[config.mk]
export PLATFORM = sky130hd
export DESIGN_NAME = dpwm_top
export DESIGN_NICKNAME = d
export VERILOG_FILES = /design/src/rtl/dpwm_button.v /design/src/rtl/dpwm_pwm.v /design/src/rtl/dpwm_top.v
export VERILOG_INCLUDE_DIRS = /design/src /design/src/rtl
export SDC_FILE = /design/constraint.sdc
export NUM_CORES = 1
export LEC_CHECK = 0
export ABC_AREA = 1
export ABC_CLOCK_PERIOD_IN_PS = 3300
export BUFFER_PORTS_ARGS = -buffer_cell sky130_fd_sc_hd__buf_2
export CAP_MARGIN = 0
export CORE_MARGIN = 3
export CORE_UTILIZATION = 25
export CTS_CLUSTER_DIAMETER = 200
export DETAILED_ROUTE_END_ITERATION = 10
export GPL_TIMING_DRIVEN = 0
export PLACE_DENSITY = 0.5
export SKIP_CTS_REPAIR_TIMING = 1
export SKIP_LAST_GASP = 1
export SYNTH_ARGS = -nofsm -noshare
export SYNTH_HDL_FRONTEND = slang
export SYNTH_HIERARCHICAL = 1
export SYNTH_SLANG_ARGS = --single-unit
[constraint.sdc]
create_clock -name clk_sys_in -period 3.3 [get_ports clk_sys_in]
set_input_delay 0.495 -clock clk_sys_in [delete_from_list [all_inputs] [get_ports clk_sys_in]]
set_output_delay 0.495 -clock clk_sys_in [all_outputs]
set_load 0.01 [all_outputs]
[src/rtl/dpwm_regs.vh]
/*
 Timing and code constants for the dual PWM up/down control block.
 Assumes a 50 MHz system clock; counts are derived from times here.
*/
`ifndef DPWM_REGS_VH
`define DPWM_REGS_VH
`define DPWM_CLK_HZ 50000000
`define DPWM_CODE_W 6
`define DPWM_CODE_MID 6'h20
`define DPWM_CODE_MAX 6'h3F
`define DPWM_CODE_MIN 6'h00
`define DPWM_PRESCALE 8'hA0
`define DPWM_DEB_US 12800
`define DPWM_DEB_CYC ((`DPWM_CLK_HZ / 1000000) * `DPWM_DEB_US)
`define DPWM_DLY_MS 410
`define DPWM_DLY_CYC ((`DPWM_CLK_HZ / 1000) * `DPWM_DLY_MS)
`define DPWM_REP_MHZ 19500
`define DPWM_REP_CYC ((`DPWM_CLK_HZ / `DPWM_REP_MHZ) * 1000)
`define DPWM_LVL_LOW 2'h0
`define DPWM_LVL_HIGH 2'h1
`define DPWM_LVL_MID 2'h2
`endif

[src/rtl/dpwm_button.v]
/*
 Pushbutton step generator for one channel: debounce, delay, repeat.
 Assumes a three-state level already classified by the top.
*/
`timescale 1ns/1ns
`include "dpwm_regs.vh"
module dpwm_button #(
    parameter DEB_CYC = `DPWM_DEB_CYC,
    parameter DLY_CYC = `DPWM_DLY_CYC,
    parameter REP_CYC = `DPWM_REP_CYC
) (
    // Clock and reset
    input wire clk_sys_in,
    input wire resetn_in,
    // Level and enable
    input wire [1:0] level_in,
    input wire enable_in,
    // Step request
    output reg up_out,
    output reg down_out
);
    reg [1:0] last_q;
    reg [24:0] cnt_q;
    reg stable_q;
    reg held_q;
    always @(posedge clk_sys_in or negedge resetn_in)
    begin
        if (!resetn_in)
        begin
            last_q <= `DPWM_LVL_MID;
            cnt_q <= 25'h0000000;
            stable_q <= 1'b0;
            held_q <= 1'b0;
            up_out <= 1'b0;
            down_out <= 1'b0;
        end
        else
        begin
            up_out <= 1'b0;
            down_out <= 1'b0;
            last_q <= level_in;
            if (!enable_in || level_in != last_q || level_in == `DPWM_LVL_MID)
            begin
                // Any change restarts the wait so bounce never counts
                cnt_q <= 25'h0000000;
                stable_q <= 1'b0;
                held_q <= 1'b0;
            end
            else if (!stable_q)
            begin
                if (cnt_q == DEB_CYC[24:0] - 25'h1)
                begin
                    stable_q <= 1'b1;
                    cnt_q <= 25'h0000000;
                    up_out <= (level_in == `DPWM_LVL_HIGH);
                    down_out <= (level_in == `DPWM_LVL_LOW);
                end
                else
                    cnt_q <= cnt_q + 25'h1;
            end
            else if (cnt_q == (held_q ? REP_CYC[24:0] : DLY_CYC[24:0]) - 25'h1)
            begin
                held_q <= 1'b1;
                cnt_q <= 25'h0000000;
                up_out <= (level_in == `DPWM_LVL_HIGH);
                down_out <= (level_in == `DPWM_LVL_LOW);
            end
            else
                cnt_q <= cnt_q + 25'h1;
        end
    end
endmodule

[src/rtl/dpwm_pwm.v]
/*
 One PWM channel: high for code/64 of each 64-slot period.
 Assumes a shared slot counter from the top; shutdown releases the pin.
*/
`timescale 1ns/1ns
`include "dpwm_regs.vh"
module dpwm_pwm #(
    parameter CODE_W = 6
) (
    // Clock and reset
    input wire clk_sys_in,
    input wire resetn_in,
    // Control
    input wire [CODE_W-1:0] code_in,
    input wire [CODE_W-1:0] slot_in,
    input wire sleep_in,
    // Pin
    output reg duty_out,
    output reg duty_oe_out
);
    always @(posedge clk_sys_in or negedge resetn_in)
    begin
        if (!resetn_in)
        begin
            duty_out <= 1'b0;
            duty_oe_out <= 1'b0;
        end
        else
        begin
            duty_out <= !sleep_in && (slot_in < code_in);
            duty_oe_out <= !sleep_in;
        end
    end
endmodule

[src/rtl/dpwm_top.v]
/*
 Dual 6-bit PWM code controller with pulse and pushbutton step modes.
 Assumes resetn_in is the supply power-up reset and that the pad logic
 reports a floating step pin on the *_float_in inputs while bias is on.
*/
`timescale 1ns/1ns
`include "dpwm_regs.vh"
module dpwm_top #(
    parameter CODE_W = `DPWM_CODE_W,
    parameter DEB_CYC = `DPWM_DEB_CYC,
    parameter DLY_CYC = `DPWM_DLY_CYC,
    parameter REP_CYC = `DPWM_REP_CYC
) (
    // Clock and power-up reset
    input wire clk_sys_in,
    input wire resetn_in,
    // Step inputs with pad float sense
    input wire ch1_step_input_in,
    input wire ch2_step_input_in,
    input wire ch1_step_float_in,
    input wire ch2_step_float_in,
    // Shutdown
    input wire sleep_request_n_in,
    // PWM pins
    output wire ch1_duty_out,
    output wire ch1_duty_oe_out,
    output wire ch2_duty_out,
    output wire ch2_duty_oe_out,
    // Pad bias control, mode status and channel codes
    output reg bias_enable_out,
    output reg button_mode_out,
    output reg [CODE_W-1:0] ch1_code_out,
    output reg [CODE_W-1:0] ch2_code_out
);
    localparam ST_DETECT = 1'b0;
    localparam ST_RUN = 1'b1;

    reg state_q;
    reg [1:0] step_q;
    reg [7:0] pre_q;
    reg [CODE_W-1:0] slot_q;
    wire [1:0] lvl1;
    wire [1:0] lvl2;
    wire up1;
    wire dn1;
    wire up2;
    wire dn2;
    wire sleep;

    // Three-state classification of a step pin
    function [1:0] classify;
        input level;
        input floating;
        begin
            if (floating)
                classify = `DPWM_LVL_MID;
            else if (level)
                classify = `DPWM_LVL_HIGH;
            else
                classify = `DPWM_LVL_LOW;
        end
    endfunction

    // Next code for one channel given the step requests
    function [CODE_W-1:0] next_code;
        input [CODE_W-1:0] code;
        input button;
        input pulse_edge;
        input up;
        input down;
        begin
            next_code = code;
            if (!button && pulse_edge)
                next_code = code + 1'b1;
            else if (button && up && code != `DPWM_CODE_MAX)
                next_code = code + 1'b1;
            else if (button && down && code != `DPWM_CODE_MIN)
                next_code = code - 1'b1;
        end
    endfunction

    assign sleep = !sleep_request_n_in;
    assign lvl1 = classify(ch1_step_input_in, ch1_step_float_in);
    assign lvl2 = classify(ch2_step_input_in, ch2_step_float_in);

    // Mode is caught once, on the first clock after reset release
    always @(posedge clk_sys_in or negedge resetn_in)
    begin
        if (!resetn_in)
        begin
            state_q <= ST_DETECT;
            button_mode_out <= 1'b0;
            bias_enable_out <= 1'b1;
        end
        else
        begin
            case (state_q)
                ST_DETECT:
                begin
                    state_q <= ST_RUN;
                    button_mode_out <= ch1_step_float_in && ch2_step_float_in;
                    bias_enable_out <= ch1_step_float_in && ch2_step_float_in;
                end
                ST_RUN:
                    state_q <= ST_RUN;
                default:
                    state_q <= ST_RUN;
            endcase
        end
    end

    // Step edge history for pulse mode
    always @(posedge clk_sys_in or negedge resetn_in)
    begin
        if (!resetn_in)
            step_q <= 2'h0;
        else
            step_q <= {ch2_step_input_in, ch1_step_input_in};
    end

    // Codes: midscale at power-up only; shutdown leaves them alone
    always @(posedge clk_sys_in or negedge resetn_in)
    begin
        if (!resetn_in)
        begin
            ch1_code_out <= `DPWM_CODE_MID;
            ch2_code_out <= `DPWM_CODE_MID;
        end
        else if (state_q == ST_RUN && !sleep)
        begin
            ch1_code_out <= next_code(ch1_code_out, button_mode_out,
                ch1_step_input_in && !step_q[0], up1, dn1);
            ch2_code_out <= next_code(ch2_code_out, button_mode_out,
                ch2_step_input_in && !step_q[1], up2, dn2);
        end
    end

    // 64 slots of 160 clocks: 3.2 us slot, 204.8 us period, about 4.9 kHz
    always @(posedge clk_sys_in or negedge resetn_in)
    begin
        if (!resetn_in)
        begin
            pre_q <= 8'h00;
            slot_q <= {CODE_W{1'b0}};
        end
        else if (sleep)
        begin
            // Stopped counters stand in for the micropower state
            pre_q <= 8'h00;
            slot_q <= {CODE_W{1'b0}};
        end
        else if (pre_q == `DPWM_PRESCALE - 8'h01)
        begin
            pre_q <= 8'h00;
            slot_q <= slot_q + 1'b1;
        end
        else
            pre_q <= pre_q + 8'h01;
    end

    dpwm_button #(
        .DEB_CYC(DEB_CYC),
        .DLY_CYC(DLY_CYC),
        .REP_CYC(REP_CYC)
    ) u_btn1 (
        .clk_sys_in(clk_sys_in),
        .resetn_in(resetn_in),
        .level_in(lvl1),
        .enable_in(button_mode_out && state_q == ST_RUN && !sleep),
        .up_out(up1),
        .down_out(dn1)
    );

    dpwm_button #(
        .DEB_CYC(DEB_CYC),
        .DLY_CYC(DLY_CYC),
        .REP_CYC(REP_CYC)
    ) u_btn2 (
        .clk_sys_in(clk_sys_in),
        .resetn_in(resetn_in),
        .level_in(lvl2),
        .enable_in(button_mode_out && state_q == ST_RUN && !sleep),
        .up_out(up2),
        .down_out(dn2)
    );

    dpwm_pwm #(
        .CODE_W(CODE_W)
    ) u_ch1_duty_out (
        .clk_sys_in(clk_sys_in),
        .resetn_in(resetn_in),
        .code_in(ch1_code_out),
        .slot_in(slot_q),
        .sleep_in(sleep),
        .duty_out(ch1_duty_out),
        .duty_oe_out(ch1_duty_oe_out)
    );

    dpwm_pwm #(
        .CODE_W(CODE_W)
    ) u_ch2_duty_out (
        .clk_sys_in(clk_sys_in),
        .resetn_in(resetn_in),
        .code_in(ch2_code_out),
        .slot_in(slot_q),
        .sleep_in(sleep),
        .duty_out(ch2_duty_out),
        .duty_oe_out(ch2_duty_oe_out)
    );
endmodule

==> flow_summary_export.csv <==
group,metric,value,unit
run_status,outcome,"completed",
floorplan,top_level_ports,25,
route,vias,5891,
pwr,p_leak,0.003303,uW
sta,max_slew.worst_pin.slew,823.0,ps
synthesis,synth_warnings,6,
cells_and_area,diodes,0,
cells_and_area,fin_nets,1013,
floorplan,die_h,168.2,um
synthesis,ys.flop_type,"dfrtp_1",
clock_network,root_buffer,"clkbuf_16",
route,drtIter0Drc,410,
grt,grt_pass1_vias,5624,
route,antenna_left,0,
synthesis,async_flop_share,100.0,%
clock_network,cts_buffer_depth,2,
synthesis,synthesis.area,6580,um^2
critical_path,worstSetupPathType,"flop to flop",
grt,grt_pass1_wl,28.64,mm
cells_and_area,fin_util,29.00,%
cells_and_area,area_growth,12.59,%
critical_path,critPathLaunchType,"flop",
synthesis,synth_seq_area_share,36.98,%
synthesis,syn_avg_cell_area,6.926,um^2
route,first_pass_iters,5,
job,max_cap_viol_count,0,
clock_network,clock_latency,350,ps
pwr,total_power,3264,uW
sta,final.period_utilization,59.82,%
sta,hold_viol_final,0,
synthesis,yosys.area.top_type,"dfrtp_1",
critical_path,crit_fanout,10,
synthesis,yosys-top-cells-area,"dfrtp_1 35%, nand2_1 14%, nor2_1 9.5%",
grt,antenna_found_initial,0,
critical_path,rrSetupSlack,1330,ps
placement,dp_hpwl,12.67,mm
sta,finalSetupViolCount,0,
route,wl_per_cell,12.72,um
placement,dp.cells,1305,
sta,fmax,0.5066,GHz
sta,min_period,1974,ps
floorplan,start_util,25.76,%
route,routed_wl,16.81,mm
grt,grt-ovfl-total,0,
min_path,hp-class,"input pin to asynchronous set/reset pin",
route,drc,0,
grt,grt_max_degree,62,
synthesis,synth_cell_type_count,37,
clock_network,clk_pin_slew,70,ps
pwr,vdd_ir_drop_max,0.3883,mV
cells_and_area,drive_above_1_share,14.33,%
synthesis,ys_ff_latch,97,
synthesis,synthCells,950,
sta,worst_slew_margin_rel,45.13,%
clock_network,cts_num_sinks,97,
sta,setup_tns,0,ps
cells_and_area,fin_cells,1321,
critical_path,arrival,2240,ps
placement,gp_congestion,0.8966,
sta,holdWs,238.0,ps
floorplan,row_count,58,
floorplan,core,25540,um^2
route,vias_per_cell,4.460,
synthesis,syn-num-nets,977,
sta,clock_skew,7.216,ps
synthesis,synth.top_cell.area_share,34.99,%
clock_network,h-tree-depth,3,
critical_path,critPathRequiredTime,3560,ps
clock_network,cts_tree,"built",
synthesis,synth_enable_flop_cells,0,
grt,track_usage,12.35,%
pwr,power.density,440.6,nW/um^2
clock_network,numCtsBuffers,9,
placement,port_buffers,24,
critical_path,critPathCaptureType,"flop",
sta,rsz0062_at_grt,"false",
cells_and_area,n_fill_cell,2835,
floorplan,die_x,168.2,um
sta,maxSlewViolCount,0,
floorplan,die-area,28300,um^2
## power by group
| group | switching, uW | leakage [uW] | internal (uW) |
|---|---|---|---|
| clock network | 504 | 0.000121 | 514 |
| registers | 123 | 0.00130 | 1280 |
| logic | 493 | 0.00188 | 347 |
## metal layers
layer  global-route usage (%)  part of all wire (%)  vias to the layer above
li1                         -                     -                     3059
met1                    16.83                    49                     2702
met2                    20.44                    46                      110
met3                    1.197                   3.4                       20
met4                    4.411                   2.0                        0
met5                        0                     0                        -
## flip-flops by register name, indices dropped and copies added, names as in the netlist, 2 cells and up
signal and cells:
ch2_code_out 6, u_btn1/cnt_q 25, u_btn2/last_q 2, pre_q 8, ch1_code_out 6, u_btn2/cnt_q 25, slot_q 6, u_btn1/last_q 2
step_q 2
## worst max-delay path, stage by stage (launching register included)
cell,delay [ps]
dfrtp_1,520
inv_1,90
nor2_1,320
nand2_1,130
nor2_1,140
buf_2,280
inv_1,230
nor3_1,180
## worst paths after layout
kind,start,to,depth (start not counted)
worst min register to register,u_btn2/cnt_q[0]$_DFF_PN0_,u_btn2/cnt_q[0]$_DFF_PN0_,1
worst max-delay path,button_mode_out$_DFFE_PN0N_,u_btn2/cnt_q[2]$_DFF_PN0_,7
min in group clk_sys_in,ch1_step_input_in,step_q[0]$_DFF_PN0_,1
worst min-delay path,resetn_in,ch1_code_out[0]$_DFFE_PN0P_,1
worst max register to register,button_mode_out$_DFFE_PN0N_,u_btn2/cnt_q[2]$_DFF_PN0_,7
max in group asynchronous,resetn_in,bias_enable_out$_DFFE_PN1N_,2
## cell type report
type / instances / area [um^2] / share of cell area, %
plain buffers: 15 / 115.1 / 1.554
clock buffers: 10 / 229.0 / 3.091
clock inverters: 6 / 43.79 / 0.5911
inverters: 128 / 480.5 / 6.485
multi-input cells: 710 / 3551 / 47.93
flip-flops and latches: 97 / 2434 / 32.85
well taps: 330 / 412.9 / 5.573
repair buffers: 25 / 142.6 / 1.925
## kinds of logic (layout without fill, tap and decap cells)
| family | after synthesis | count (layout) | synth area share (%) |
|---|---|---|---|
| xor+xnor | 28 | 28 | 3.841 |
| flops | 97 | 97 | 36.98 |
| buf+inv | 143 | 184 | 9.051 |
| simple gates | 604 | 604 | 41.30 |
| other cells | 1 | 1 | 0.05699 |
| fa+ha+maj | 20 | 20 | 3.803 |
| compound gates | 57 | 57 | 4.963 |
## cells in the mapped netlist (3+ instances only)
cell type	n
nor3_1	13
inv_1	107
nand2_1	254
ha_1	20
nand3_2	5
nor2_2	25
buf_4	4
nor2_1	166
nand2_2	13
nor3_2	4
a21oi_1	16
clkinv_1	4
nand2_4	3
o21ai_0	20
xnor2_1	11
o21ai_1	11
nand3_1	92
xor2_1	16
o21bai_1	3
nand4_1	18
buf_2	9
inv_2	17
dfrtp_1	92
dfstp_2	5
## layout by cell type, fill, tap and decap left out, types with 3 or more instances in the layout
master        n
a21oi_1      16
buf_12        3
buf_2        32
buf_4         5
clkbuf_16     9
clkinv_1      4
clkinvlp_4    4
dfrtp_1      92
dfstp_2       5
ha_1         20
inv_1       107
inv_2        17
nand2_1     254
nand2_2      13
nand2_4       3
nand3_1      92
nand3_2       5
nand4_1      18
nor2_1      166
nor2_2       25
nor3_1       13
nor3_2        4
o21ai_0      20
o21ai_1      11
o21bai_1      3
xnor2_1      11
xor2_1       16
## through the flow
step	cell area (um^2)	setup slack (ps)
floorplan	6580	1781
global placement	7113	561.4
detailed placement	7136	1079
CTS	7408	1234
global route	7408	1038
finish	7408	1326
(Power assumes the default switching activity.)
